### src/pdm_pkg.sv
// constants shared by the port d alternate function mux and its pin cell
// assumes one system clock domain and an asynchronous active-high reset
package pdm_pkg;

    localparam int unsigned NUM_PINS = 8;

    // pin positions of the alternate functions
    localparam int unsigned PIN_CMP0 = 7;
    localparam int unsigned PIN_IRQ0 = 6;
    localparam int unsigned PIN_CMP2 = 5;
    localparam int unsigned PIN_RX   = 4;
    localparam int unsigned PIN_TX   = 3;
    localparam int unsigned PIN_MISO = 2;
    localparam int unsigned PIN_DCLK = 1;
    localparam int unsigned PIN_SCLK = 0;

    // values after reset
    localparam logic RST_PULLUP = 1'b0;
    localparam logic RST_OE_N   = 1'b1;
    localparam logic RST_OUT    = 1'b0;
    localparam logic RST_DIN    = 1'b0;
    localparam logic RST_SS_N   = 1'b1;
    localparam logic RST_SPI_IN = 1'b0;

    // cycles from a sampled input to the registered output it steers
    localparam int unsigned PIN_LATENCY = 1;
    localparam int unsigned SPI_IN_LATENCY = 2;

endpackage : pdm_pkg

### src/pdm_pin_cell.sv
// one pin of the port: merges port bits with alternate function overrides
// assumes override terms are settled before each clock edge
`timescale 1ns/1ns
module pdm_pin_cell #(
    parameter bit KEEP_IN_RESET = 1'b0
) (
    input  wire logic clk_sys_i,
    input  wire logic rst_i,
    input  wire logic ce_i,
    input  wire logic port_out_i,
    input  wire logic port_dir_i,
    input  wire logic pin_i,
    input  wire logic global_pullup_disable_i,
    input  wire logic pullup_override_enable_i,
    input  wire logic pullup_override_value_i,
    input  wire logic direction_override_enable_i,
    input  wire logic direction_override_value_i,
    input  wire logic output_value_override_enable_i,
    input  wire logic output_value_override_value_i,
    input  wire logic input_enable_override_enable_i,
    input  wire logic input_enable_override_value_i,
    output logic      pullup_o,
    output logic      oe_n_o,
    output logic      out_o,
    output logic      din_o
);
    import pdm_pkg::*;

    logic pullup_reg, pullup_next;
    logic oe_n_reg,   oe_n_next;
    logic out_reg,    out_next;
    logic din_reg,    din_next;

    ////////////////////////////////////////////////////////////////////////////
    always_comb begin
        pullup_next = pullup_override_enable_i ? pullup_override_value_i
                    : (port_out_i & ~port_dir_i & ~global_pullup_disable_i);
        oe_n_next   = direction_override_enable_i ? ~direction_override_value_i
                    : ~port_dir_i;
        out_next    = output_value_override_enable_i ? output_value_override_value_i
                    : port_out_i;
        din_next    = pin_i & (input_enable_override_enable_i
                    ? input_enable_override_value_i : 1'b1);
    end

    ////////////////////////////////////////////////////////////////////////////
    always_ff @(posedge clk_sys_i or posedge rst_i) begin
        if (rst_i) begin
            pullup_reg <= RST_PULLUP;
            din_reg    <= RST_DIN;
        end else if (ce_i) begin
            pullup_reg <= pullup_next;
            din_reg    <= din_next;
        end
    end

    // a pin that must keep toggling in reset has unreset drive flops
    generate
        if (KEEP_IN_RESET) begin : g_live
            always_ff @(posedge clk_sys_i) begin
                if (ce_i) begin
                    oe_n_reg <= oe_n_next;
                    out_reg  <= out_next;
                end
            end
        end else begin : g_reset
            always_ff @(posedge clk_sys_i or posedge rst_i) begin
                if (rst_i) begin
                    oe_n_reg <= RST_OE_N;
                    out_reg  <= RST_OUT;
                end else if (ce_i) begin
                    oe_n_reg <= oe_n_next;
                    out_reg  <= out_next;
                end
            end
        end
    endgenerate

    assign pullup_o = pullup_reg;
    assign oe_n_o   = oe_n_reg;
    assign out_o    = out_reg;
    assign din_o    = din_reg;

endmodule : pdm_pin_cell

### src/pdm_port_d_mux.sv
// alternate function override logic for the eight pins of port d
// assumes port bits and peripheral enables are synchronous to clk_sys_i;
// the pad ring resolves pad_out_o / pad_oe_n_o / pad_pullup_o to the wire
//
// Contract
// - pin 6 input feeds external interrupt zero
// - receiver enable forces pin 4 to input
// - receiver-forced pin 4 pulls up from port bit
// - pin 4 input feeds timer 1 capture
// - spi clock pin: slave input, master follows direction
// - spi-forced inputs keep pull-up from port bit
// - transmitter enable forces pin 3 to output
// - slave select pin 3 input, active low
// - mosi pin 3: slave input, master follows direction
// - miso pin 2: master input, slave follows direction
// - clock fuse puts divided clock on pin 1
// - serial clock pin 0 only in synchronous mode
// - slave select pin 0 input, active low
// - power stage output forces pin 0 output
// - pin 4 direction override from receiver or spi slave, value zero
`timescale 1ns/1ns
module pdm_port_d_mux #(
    parameter int unsigned WIDTH = pdm_pkg::NUM_PINS
) (
    input  wire logic             clk_sys_i,
    input  wire logic             rst_i,
    input  wire logic             ce_i,
    input  wire logic [WIDTH-1:0] port_out_i,
    input  wire logic [WIDTH-1:0] port_dir_i,
    input  wire logic [WIDTH-1:0] pin_i,
    input  wire logic [WIDTH-1:0] analog_digital_disable_i,
    input  wire logic             global_pullup_disable_i,
    input  wire logic             receiver_enable_i,
    input  wire logic             transmitter_enable_i,
    input  wire logic             tx_data_i,
    input  wire logic             serial_sync_mode_select_i,
    input  wire logic             serial_transfer_clock_out_i,
    input  wire logic             spi_enable_bit_i,
    input  wire logic             spi_master_select_i,
    input  wire logic             spi_pin_set_select_i,
    input  wire logic             spi_sck_out_i,
    input  wire logic             spi_mosi_out_i,
    input  wire logic             spi_miso_out_i,
    input  wire logic             timer0_compare_out_enable_i,
    input  wire logic             timer0_compare_a_out_i,
    input  wire logic             timer1_compare_out_enable_i,
    input  wire logic             timer1_compare_a_out_i,
    input  wire logic             stage0_output0_enable_i,
    input  wire logic             stage0_output0_i,
    input  wire logic             clock_output_fuse_i,
    input  wire logic             divided_clock_i,
    input  wire logic             ext_irq_zero_input_enable_i,
    output logic      [WIDTH-1:0] pad_out_o,
    output logic      [WIDTH-1:0] pad_oe_n_o,
    output logic      [WIDTH-1:0] pad_pullup_o,
    output logic      [WIDTH-1:0] pin_value_o,
    output logic                  ext_irq_zero_o,
    output logic                  timer1_capture_in_o,
    output logic                  stage2_digital_in_o,
    output logic                  stage0_digital_in_o,
    output logic                  serial_transfer_clock_in_o,
    output logic                  spi_sck_in_o,
    output logic                  spi_mosi_in_o,
    output logic                  spi_miso_in_o,
    output logic                  spi_slave_select_n_o
);
    import pdm_pkg::*;

    logic             spi_slave;
    logic             spi_master;
    logic [WIDTH-1:0] pu_en, pu_val, dd_en, dd_val, pv_en, pv_val, ie_en, ie_val;
    logic [WIDTH-1:0] din;

    ////////////////////////////////////////////////////////////////////////////
    // override terms
    assign spi_slave  = spi_enable_bit_i & ~spi_master_select_i & spi_pin_set_select_i;
    assign spi_master = spi_enable_bit_i & spi_master_select_i & spi_pin_set_select_i;

    always_comb begin
        pu_en  = '0;
        pu_val = '0;
        dd_en  = '0;
        dd_val = '0;
        pv_en  = '0;
        pv_val = '0;
        ie_en  = analog_digital_disable_i;
        ie_val = '0;
        // comparator pins only get their digital input cut; the pull-up
        // and direction stay with software
        ie_en[PIN_IRQ0]  = analog_digital_disable_i[PIN_IRQ0] | ext_irq_zero_input_enable_i;
        ie_val[PIN_IRQ0] = ext_irq_zero_input_enable_i;
        // pin 4: receive data, capture input, alternate spi clock
        pu_en[PIN_RX]  = receiver_enable_i | spi_slave;
        pu_val[PIN_RX] = port_out_i[PIN_RX] & ~global_pullup_disable_i;
        dd_en[PIN_RX]  = receiver_enable_i | spi_slave;
        dd_val[PIN_RX] = 1'b0;
        pv_en[PIN_RX]  = spi_master;
        pv_val[PIN_RX] = spi_sck_out_i;
        // pin 3: transmit data, timer 0 compare, slave select, mosi
        pu_en[PIN_TX]  = transmitter_enable_i | spi_slave;
        pu_val[PIN_TX] = ~transmitter_enable_i & port_out_i[PIN_TX]
                       & ~global_pullup_disable_i;
        dd_en[PIN_TX]  = transmitter_enable_i | spi_slave;
        dd_val[PIN_TX] = transmitter_enable_i;
        // compare output reaches the pad only if software set the direction
        pv_en[PIN_TX]  = transmitter_enable_i | timer0_compare_out_enable_i
                       | spi_master;
        if (transmitter_enable_i) begin
            pv_val[PIN_TX] = tx_data_i;
        end else if (timer0_compare_out_enable_i) begin
            pv_val[PIN_TX] = timer0_compare_a_out_i;
        end else begin
            pv_val[PIN_TX] = spi_mosi_out_i;
        end
        // pin 2: timer 1 compare, miso
        pu_en[PIN_MISO]  = spi_master;
        pu_val[PIN_MISO] = port_out_i[PIN_MISO] & ~global_pullup_disable_i;
        dd_en[PIN_MISO]  = spi_master;
        dd_val[PIN_MISO] = 1'b0;
        pv_en[PIN_MISO]  = timer1_compare_out_enable_i | spi_slave;
        pv_val[PIN_MISO] = timer1_compare_out_enable_i ? timer1_compare_a_out_i
                         : spi_miso_out_i;
        // pin 1: divided clock wins over port bits, also in reset
        dd_en[PIN_DCLK]  = clock_output_fuse_i;
        dd_val[PIN_DCLK] = 1'b1;
        pv_en[PIN_DCLK]  = clock_output_fuse_i;
        pv_val[PIN_DCLK] = divided_clock_i;
        // pin 0: power stage output, serial clock, alternate slave select
        pu_en[PIN_SCLK]  = spi_slave;
        pu_val[PIN_SCLK] = port_out_i[PIN_SCLK] & ~global_pullup_disable_i;
        dd_en[PIN_SCLK]  = stage0_output0_enable_i | spi_slave;
        dd_val[PIN_SCLK] = stage0_output0_enable_i;
        pv_en[PIN_SCLK]  = stage0_output0_enable_i | serial_sync_mode_select_i;
        pv_val[PIN_SCLK] = stage0_output0_enable_i ? stage0_output0_i
                         : serial_transfer_clock_out_i;
    end

    ////////////////////////////////////////////////////////////////////////////
    // one cell per pin
    genvar g;
    generate
        for (g = 0; g < WIDTH; g++) begin : g_pin
            pdm_pin_cell #(
                .KEEP_IN_RESET (g == PIN_DCLK)
            ) u_cell (
                .clk_sys_i                      (clk_sys_i),
                .rst_i                          (rst_i),
                .ce_i                           (ce_i),
                .port_out_i                     (port_out_i[g]),
                .port_dir_i                     (port_dir_i[g]),
                .pin_i                          (pin_i[g]),
                .global_pullup_disable_i        (global_pullup_disable_i),
                .pullup_override_enable_i       (pu_en[g]),
                .pullup_override_value_i        (pu_val[g]),
                .direction_override_enable_i    (dd_en[g]),
                .direction_override_value_i     (dd_val[g]),
                .output_value_override_enable_i (pv_en[g]),
                .output_value_override_value_i  (pv_val[g]),
                .input_enable_override_enable_i (ie_en[g]),
                .input_enable_override_value_i  (ie_val[g]),
                .pullup_o                       (pad_pullup_o[g]),
                .oe_n_o                         (pad_oe_n_o[g]),
                .out_o                          (pad_out_o[g]),
                .din_o                          (din[g])
            );
        end
    endgenerate

    assign pin_value_o                = din;
    assign ext_irq_zero_o             = din[PIN_IRQ0];
    assign timer1_capture_in_o        = din[PIN_RX];
    assign stage2_digital_in_o        = din[PIN_MISO];
    assign stage0_digital_in_o        = din[PIN_DCLK];
    assign serial_transfer_clock_in_o = din[PIN_SCLK];

    ////////////////////////////////////////////////////////////////////////////
    // spi inputs from the alternate pin set; one extra stage so the gating
    // by the pin set select never glitches the spi core
    logic sck_in_reg,  sck_in_next;
    logic mosi_in_reg, mosi_in_next;
    logic miso_in_reg, miso_in_next;
    logic ss_n_reg,    ss_n_next;

    always_comb begin
        sck_in_next  = din[PIN_RX] & spi_pin_set_select_i;
        mosi_in_next = din[PIN_TX] & spi_pin_set_select_i;
        miso_in_next = din[PIN_MISO] & spi_pin_set_select_i;
        // either slave select pin low activates the slave
        ss_n_next    = ~(spi_pin_set_select_i
                     & (~din[PIN_TX] | ~din[PIN_SCLK]));
    end

    always_ff @(posedge clk_sys_i or posedge rst_i) begin
        if (rst_i) begin
            sck_in_reg  <= RST_SPI_IN;
            mosi_in_reg <= RST_SPI_IN;
            miso_in_reg <= RST_SPI_IN;
            ss_n_reg    <= RST_SS_N;
        end else if (ce_i) begin
            sck_in_reg  <= sck_in_next;
            mosi_in_reg <= mosi_in_next;
            miso_in_reg <= miso_in_next;
            ss_n_reg    <= ss_n_next;
        end
    end

    assign spi_sck_in_o         = sck_in_reg;
    assign spi_mosi_in_o        = mosi_in_reg;
    assign spi_miso_in_o        = miso_in_reg;
    assign spi_slave_select_n_o = ss_n_reg;

    ////////////////////////////////////////////////////////////////////////////
    // checks
    property p_rx_input;
        @(posedge clk_sys_i) disable iff (rst_i)
        ce_i && receiver_enable_i |=> pad_oe_n_o[PIN_RX];
    endproperty
    a_rx_input: assert property (p_rx_input) else $error("rx pin not input");

    property p_rx_pullup;
        @(posedge clk_sys_i) disable iff (rst_i)
        ce_i && receiver_enable_i && port_out_i[PIN_RX] && !global_pullup_disable_i
        |=> pad_pullup_o[PIN_RX];
    endproperty
    a_rx_pullup: assert property (p_rx_pullup) else $error("rx pull-up off");

    property p_irq_pin;
        @(posedge clk_sys_i) disable iff (rst_i)
        ce_i && (ext_irq_zero_input_enable_i || !analog_digital_disable_i[PIN_IRQ0])
        |=> ext_irq_zero_o == $past(pin_i[PIN_IRQ0]);
    endproperty
    a_irq_pin: assert property (p_irq_pin) else $error("irq input wrong");

    property p_capture;
        @(posedge clk_sys_i) disable iff (rst_i)
        ce_i && !analog_digital_disable_i[PIN_RX]
        |=> timer1_capture_in_o == $past(pin_i[PIN_RX]);
    endproperty
    a_capture: assert property (p_capture) else $error("capture input wrong");

    property p_sck_master;
        @(posedge clk_sys_i) disable iff (rst_i)
        ce_i && spi_master && !receiver_enable_i
        |=> pad_oe_n_o[PIN_RX] == !$past(port_dir_i[PIN_RX]);
    endproperty
    a_sck_master: assert property (p_sck_master) else $error("sck dir wrong");

    property p_tx_drive;
        @(posedge clk_sys_i) disable iff (rst_i)
        ce_i && transmitter_enable_i
        |=> !pad_oe_n_o[PIN_TX] && pad_out_o[PIN_TX] == $past(tx_data_i);
    endproperty
    a_tx_drive: assert property (p_tx_drive) else $error("tx not driven");

    property p_ss_slave;
        @(posedge clk_sys_i) disable iff (rst_i)
        ce_i && spi_slave && !transmitter_enable_i |=> pad_oe_n_o[PIN_TX];
    endproperty
    a_ss_slave: assert property (p_ss_slave) else $error("ss not input");

    property p_miso_master;
        @(posedge clk_sys_i) disable iff (rst_i)
        ce_i && spi_master |=> pad_oe_n_o[PIN_MISO];
    endproperty
    a_miso_master: assert property (p_miso_master) else $error("miso not input");

    property p_clock_out;
        @(posedge clk_sys_i) disable iff (rst_i)
        ce_i && clock_output_fuse_i
        |=> !pad_oe_n_o[PIN_DCLK] && pad_out_o[PIN_DCLK] == $past(divided_clock_i);
    endproperty
    a_clock_out: assert property (p_clock_out) else $error("clock not out");

    property p_psc_out;
        @(posedge clk_sys_i) disable iff (rst_i)
        ce_i && stage0_output0_enable_i
        |=> !pad_oe_n_o[PIN_SCLK] && pad_out_o[PIN_SCLK] == $past(stage0_output0_i);
    endproperty
    a_psc_out: assert property (p_psc_out) else $error("stage out wrong");

    property p_freeze;
        @(posedge clk_sys_i) disable iff (rst_i)
        !ce_i |=> $stable(pad_oe_n_o) && $stable(pad_pullup_o);
    endproperty
    a_freeze: assert property (p_freeze) else $error("state moved");

    c_rx:    cover property (@(posedge clk_sys_i) disable iff (rst_i)
                 ce_i && receiver_enable_i ##1 pad_pullup_o[PIN_RX]);
    c_tx:    cover property (@(posedge clk_sys_i) disable iff (rst_i)
                 ce_i && transmitter_enable_i ##1 !pad_oe_n_o[PIN_TX]);
    c_slave: cover property (@(posedge clk_sys_i) disable iff (rst_i)
                 ce_i && spi_slave ##2 !spi_slave_select_n_o);
    c_dclk:  cover property (@(posedge clk_sys_i) disable iff (rst_i)
                 ce_i && clock_output_fuse_i ##1 pad_out_o[PIN_DCLK]);

endmodule : pdm_port_d_mux

### config.mk
export PLATFORM = sky130hd
export DESIGN_NAME = pdm_port_d_mux
export DESIGN_NICKNAME = d
export VERILOG_FILES = /design/src/pdm_pkg.sv /design/src/pdm_pin_cell.sv /design/src/pdm_port_d_mux.sv
export SDC_FILE = /design/constraint.sdc
export NUM_CORES = 1
export LEC_CHECK = 0
export ABC_CLOCK_PERIOD_IN_PS = 900
export BUFFER_PORTS_ARGS = -buffer_cell sky130_fd_sc_hd__buf_4
export CAP_MARGIN = 25
export CORE_MARGIN = 2
export CORE_UTILIZATION = 40
export CTS_BUF_LIST = sky130_fd_sc_hd__clkbuf_16
export DETAILED_ROUTE_END_ITERATION = 16
export PLACE_DENSITY = 0.83
export SYNTH_ARGS = -nofsm -noshare
export SYNTH_HDL_FRONTEND = slang
export SYNTH_SLANG_ARGS = --single-unit
### constraint.sdc
create_clock -name clk_sys_i -period 0.9 [get_ports clk_sys_i]
set_clock_uncertainty 0.2 [all_clocks]
set_input_delay 0.045 -clock clk_sys_i [delete_from_list [all_inputs] [get_ports clk_sys_i]]
set_output_delay 0.045 -clock clk_sys_i [all_outputs]
set_load 0.02 [all_outputs]
Word level (Yosys, flattened, before mapping) --
Index checks and enable logic that the tools add are counted.
Storage, ports and cells: bits in writable memories 0, memories 0, bits in read-only memories 0, word-level logic and storage cells 122, output and inout bits 41, bits in registers 36, latch bits 0
Operators by class: shifts and indexed selects 0, equality and inequality tests 0, $lt $le $gt $ge 0, divide/modulo/power cells 0, multiplexer cells 25, reduce and logical (&&, ||, !) cells 0, $add $sub $neg 0, $mul 0, bitwise gates (word level) 61
Operator list (count):
- bitwise AND 1 bit | 37
- 2-to-1 mux 1 bit | 25
- inverter 1 bit | 15
- OR 1 bit | 9

Longest topological paths before layout --
word-level depth 5, gate-level depth with buffers 4, gate-level depth less buffers 3

Modules after synthesis --
From an unflattened synthesis, not the netlist that was laid out.
Unflattened totals: cells, all modules 176, area total of the unflattened synthesis 1850.5 um^2
By module, submodules not included:
- pdm_pin_cell (g_pin[0].u_cell ...) | cells an instance 17, times used 7, area each 190.2 um^2
- pdm_port_d_mux | cells an instance 43, times used 1, area each 339.1 um^2
- pdm_pin_cell (g_pin[1].u_cell) | cells an instance 14, times used 1, area each 180.2 um^2

Least setup slack after synthesis --
No wires, ideal clock.
kind flip-flop to flip-flop, start point register, netlist name spi_slave_select_n_o, end point register ss_n_reg, in the netlist spi_slave_select_n_o, setup time 0.077 ns, arrival time 0.737 ns, data required time 0.623 ns, stages on the path, launching flop included 3, clock period less this slack 1.014 ns, setup slack -0.114 ns, path buffers 0, cells stage by stage dfstp_2 -> nor2_1 -> a31oi_1
RTL lines:
- to (signal assigned) | line pdm_port_d_mux.sv:203 | ss_n_reg <= ss_n_next;
- to (decl) | line pdm_port_d_mux.sv:182 | logic ss_n_reg, ss_n_next;

Final worst setup path --
start point register g_pin[7].u_cell.oe_n_reg, end point output pad_oe_n_o[7]
RTL lines:
- from (decl) | line pdm_pin_cell.sv:30 | logic oe_n_reg, oe_n_next;
- from (signal assigned) | line pdm_pin_cell.sv:72 | oe_n_reg <= oe_n_next;
- to (decl) | line pdm_port_d_mux.sv:54 | output logic [WIDTH-1:0] pad_oe_n_o,
No word-level cell between the ends.

==> results.py <==
metrics = {
    "synthesis": {
        "synth.distinct_cells": 32,
        "syn_nets": 224,
        "synth_seq_area_share_pct": 51.9,
        "ys.warnings.count": 0,
        "ys_seq_elements": 36,
        "syn_inst": 168,
        "synth_area_mm2": 0.00177,
        "avgSynthCellArea_um2": 10.6,
    },
    "finish": {
        "drive_gt1_share_pct": 64.6,
        "syn2layout_area_growth_pct": 80.9,
        "layout_commonest_cell": "buf_4",
        "finalNetCount": 332,
        "fillers": 295,
        "n_antenna_cell": 0,
        "post-route-cell-area_mm2": 0.00321,
        "layout_common_cells": "buf_4, buf_6, dfrtp_1",
    },
    "routing": {
        "routed.top_layer": "met4",
        "ant_nets": 0,
        "drc": 0,
        "route.met2.wl_um": 3050,
        "routed_wl_um": 5240,
        "wl_met3_um": 272,
        "drt_iter0_markers": 67,
        "drt_pass1_iterations": 4,
        "post_drt_wl_per_cell_um": 15.9,
        "drt-met1-wl_um": 1890,
        "vias_per_cell": 4.88,
        "vias": 1605,
    },
    "power": {
        "powerDensity_mw_per_mm2": 1610,
        "p_leak_nw": 1.54,
        "ir_drop_mv": 1.40,
    },
    "sta": {
        "slew_viol_final": 0,
        "hold_viol": 25,
        "rsz0062_at_grt": "yes",
        "fin_ws_ns": -0.282,
        "finalHoldWorstSlack_ns": -0.274,
        "setup_viol": 70,
        "period_needed_ns": 1.18,
        "post-route-period-util_pct": 131,
        "slew-limit-headroom_pct": 72.7,
        "tightest_slew_ns": 0.408,
        "max_freq_mhz": 846,
    },
    "setup_path": {
        "crit_start": "g_pin[7].u_cell.oe_n_o",
        "endpoint_kind": "output port",
        "crit_path_start_kind": "flop",
        "path_max_fanout": 2,
        "crit_family": "flip-flops",
        "r2r_start": "g_pin[7].u_cell.oe_n_o",
        "cpMaxStageDelayCell": "dfstp_2",
        "criticalPathCategory": "reg2out",
        "required_ns": 0.65,
        "max_stage_delay_ns": 0.55,
        "arrival_ns": 0.94,
        "path_cells": "buf_6",
        "path_buf_inv": 1,
    },
    "clocking": {
        "cts-htree-levels": 2,
        "numCtsBuffers": 5,
        "cts.path.max_buffers": 2,
        "clk_pin_slew_worst_paths_ns": 0.06,
        "tritoncts": "yes",
        "clock_sinks": 36,
        "clk_latency_ns": 0.27,
        "clockRootBuffer": "clkbuf_16",
    },
    "die": {
        "initial_core_util_pct": 41.0,
        "rows": 24,
        "coreArea_mm2": 0.00432,
        "io_pins": 97,
        "die-area_mm2": 0.00498,
        "dieHeight_um": 70.6,
        "die_w_um": 70.6,
    },
    "run_status": {
        "failed_checks": "negative hold slack, negative setup slack",
        "status": "complete, but fails checks",
    },
    "grt": {
        "grt_pass1_wl_um": 7960,
        "overflow": 0,
        "antenna_found_initial": 0,
        "grt_max_degree": 35,
        "grt.total_usage_pct": 20.4,
        "grt_pass1_vias": 1714,
    },
    "job": {
        "max_cap_viol_count": 0,
    },
    "place": {
        "post-dp-hpwl_um": 3320,
        "placed_cell_area_mm2": 0.00241,
        "port_buffers": 96,
        "gp_routability_congestion": 0.730,
        "pre_cts_slack_ns": -0.169,
    },
    "hold_path": {
        "min_from": "port_dir_i[6]",
        "hp-class": "in2reg",
    },
}
cell usage after synthesis, drive strengths merged:
cell / n / area [um^2]
clkbuf: 1 / 3.75
nand3b: 2 / 27.5
nand3: 3 / 20.0
nand2b: 1 / 6.26
a31o: 1 / 8.76
a31oi: 4 / 25.0
buf: 37 / 274
nand2: 15 / 56.3
or3b: 1 / 8.76
inv: 16 / 60.1
nor2: 8 / 30.0
dfstp: 8 / 210
o32ai: 3 / 26.3
a32o: 5 / 51.3
mux2: 3 / 33.8
edfxtp: 2 / 60.1
nor2b: 3 / 18.8
a21oi: 6 / 33.8
mux2i: 3 / 30.0
nor3: 1 / 5.00
o22ai: 2 / 12.5
o21ai: 7 / 35.0
o211ai: 1 / 7.51
a211oi: 1 / 7.51
dfrtp: 26 / 651
o2bb2ai: 8 / 70.1
state kept, by name, indices dropped and copies added (netlist names):
name and count:
spi_mosi_in_o 1, spi_miso_in_o 1, g_pin.u_cell.din_o 8, g_pin.u_cell.out_o 8
g_pin.u_cell.pullup_o 8, g_pin.u_cell.oe_n_o 8, spi_sck_in_o 1, spi_slave_select_n_o 1
logic make-up (layout without fill, tap and decap cells):
logic type | after synthesis | in the layout | synth area share [%]
buf+inv | 54 | 163 | 19.1
compound gates | 38 | 38 | 15.7
flops | 36 | 36 | 51.9
simple gates | 34 | 34 | 9.74
mux | 6 | 6 | 3.60
routing by layer:
metal / GRT usage, % / up-vias
li1: - / 760
met1: 21.7 / 781
met2: 40.1 / 59
met3: 5.56 / 5
met4: 3.77 / 0
met5: 0 / -
final cells by class:
| type | count | area, um^2 | share of cell area, % |
|---|---|---|---|
| Sequential cell | 36 | 926 | 28.9 |
| Clock buffer | 5 | 125 | 3.90 |
| Multi-Input combinational cell | 78 | 662 | 20.6 |
| Clock inverter | 3 | 42.5 | 1.33 |
| Inverter | 16 | 66.3 | 2.07 |
| Timing Repair Buffer | 139 | 1320 | 41.2 |
| Tap cell | 52 | 65.1 | 2.03 |
worst paths after layout:
| check | end | slack [ns] | depth (start not counted) |
|---|---|---|---|
| setup / recovery | pad_oe_n_o[7] | -0.28 | 1 |
| hold / removal | g_pin[6].u_cell.oe_n_o | -0.27 | 2 |
| setup reg to reg | g_pin[7].u_cell.oe_n_o | -0.22 | 3 |
| hold reg to reg | spi_slave_select_n_o | 0.30 | 2 |
| max in group asynchronous | spi_slave_select_n_o | 0.08 | 4 |
| min in group asynchronous | g_pin[6].u_cell.out_o | 0.15 | 4 |
power by group:
| group | leakage [nW] | switching [W] | internal (W) |
|---|---|---|---|
| Combinational | 1.02 | 0.000578 | 0.000759 |
| Clock | 0.0798 | 0.000623 | 0.00130 |
| Sequential | 0.433 | 0.000117 | 0.00180 |
per-stage QoR:
step                instances  TNS, ns  utilization [%]  total power, W
finish                    329    -9.71             74.2         0.00517
global route              329   -11.44             74.2         0.00539
CTS                       328    -9.98             71.2         0.00510
detailed placement        289    -1.84             55.7         0.00288
global placement          289    -1.31             55.7         0.00285
floorplan                 168   -0.360                -         0.00248
repair_timing:
item                                    in CTS  in global routing
resized for setup                           62                 29
pin swaps                                    5                  8
endpoints found under the setup margin      53                 76
hold endpoints to repair                    68                 26
setup buffers                               11                  5
hold buffers                                20                  1
(Power assumes the default switching activity.)
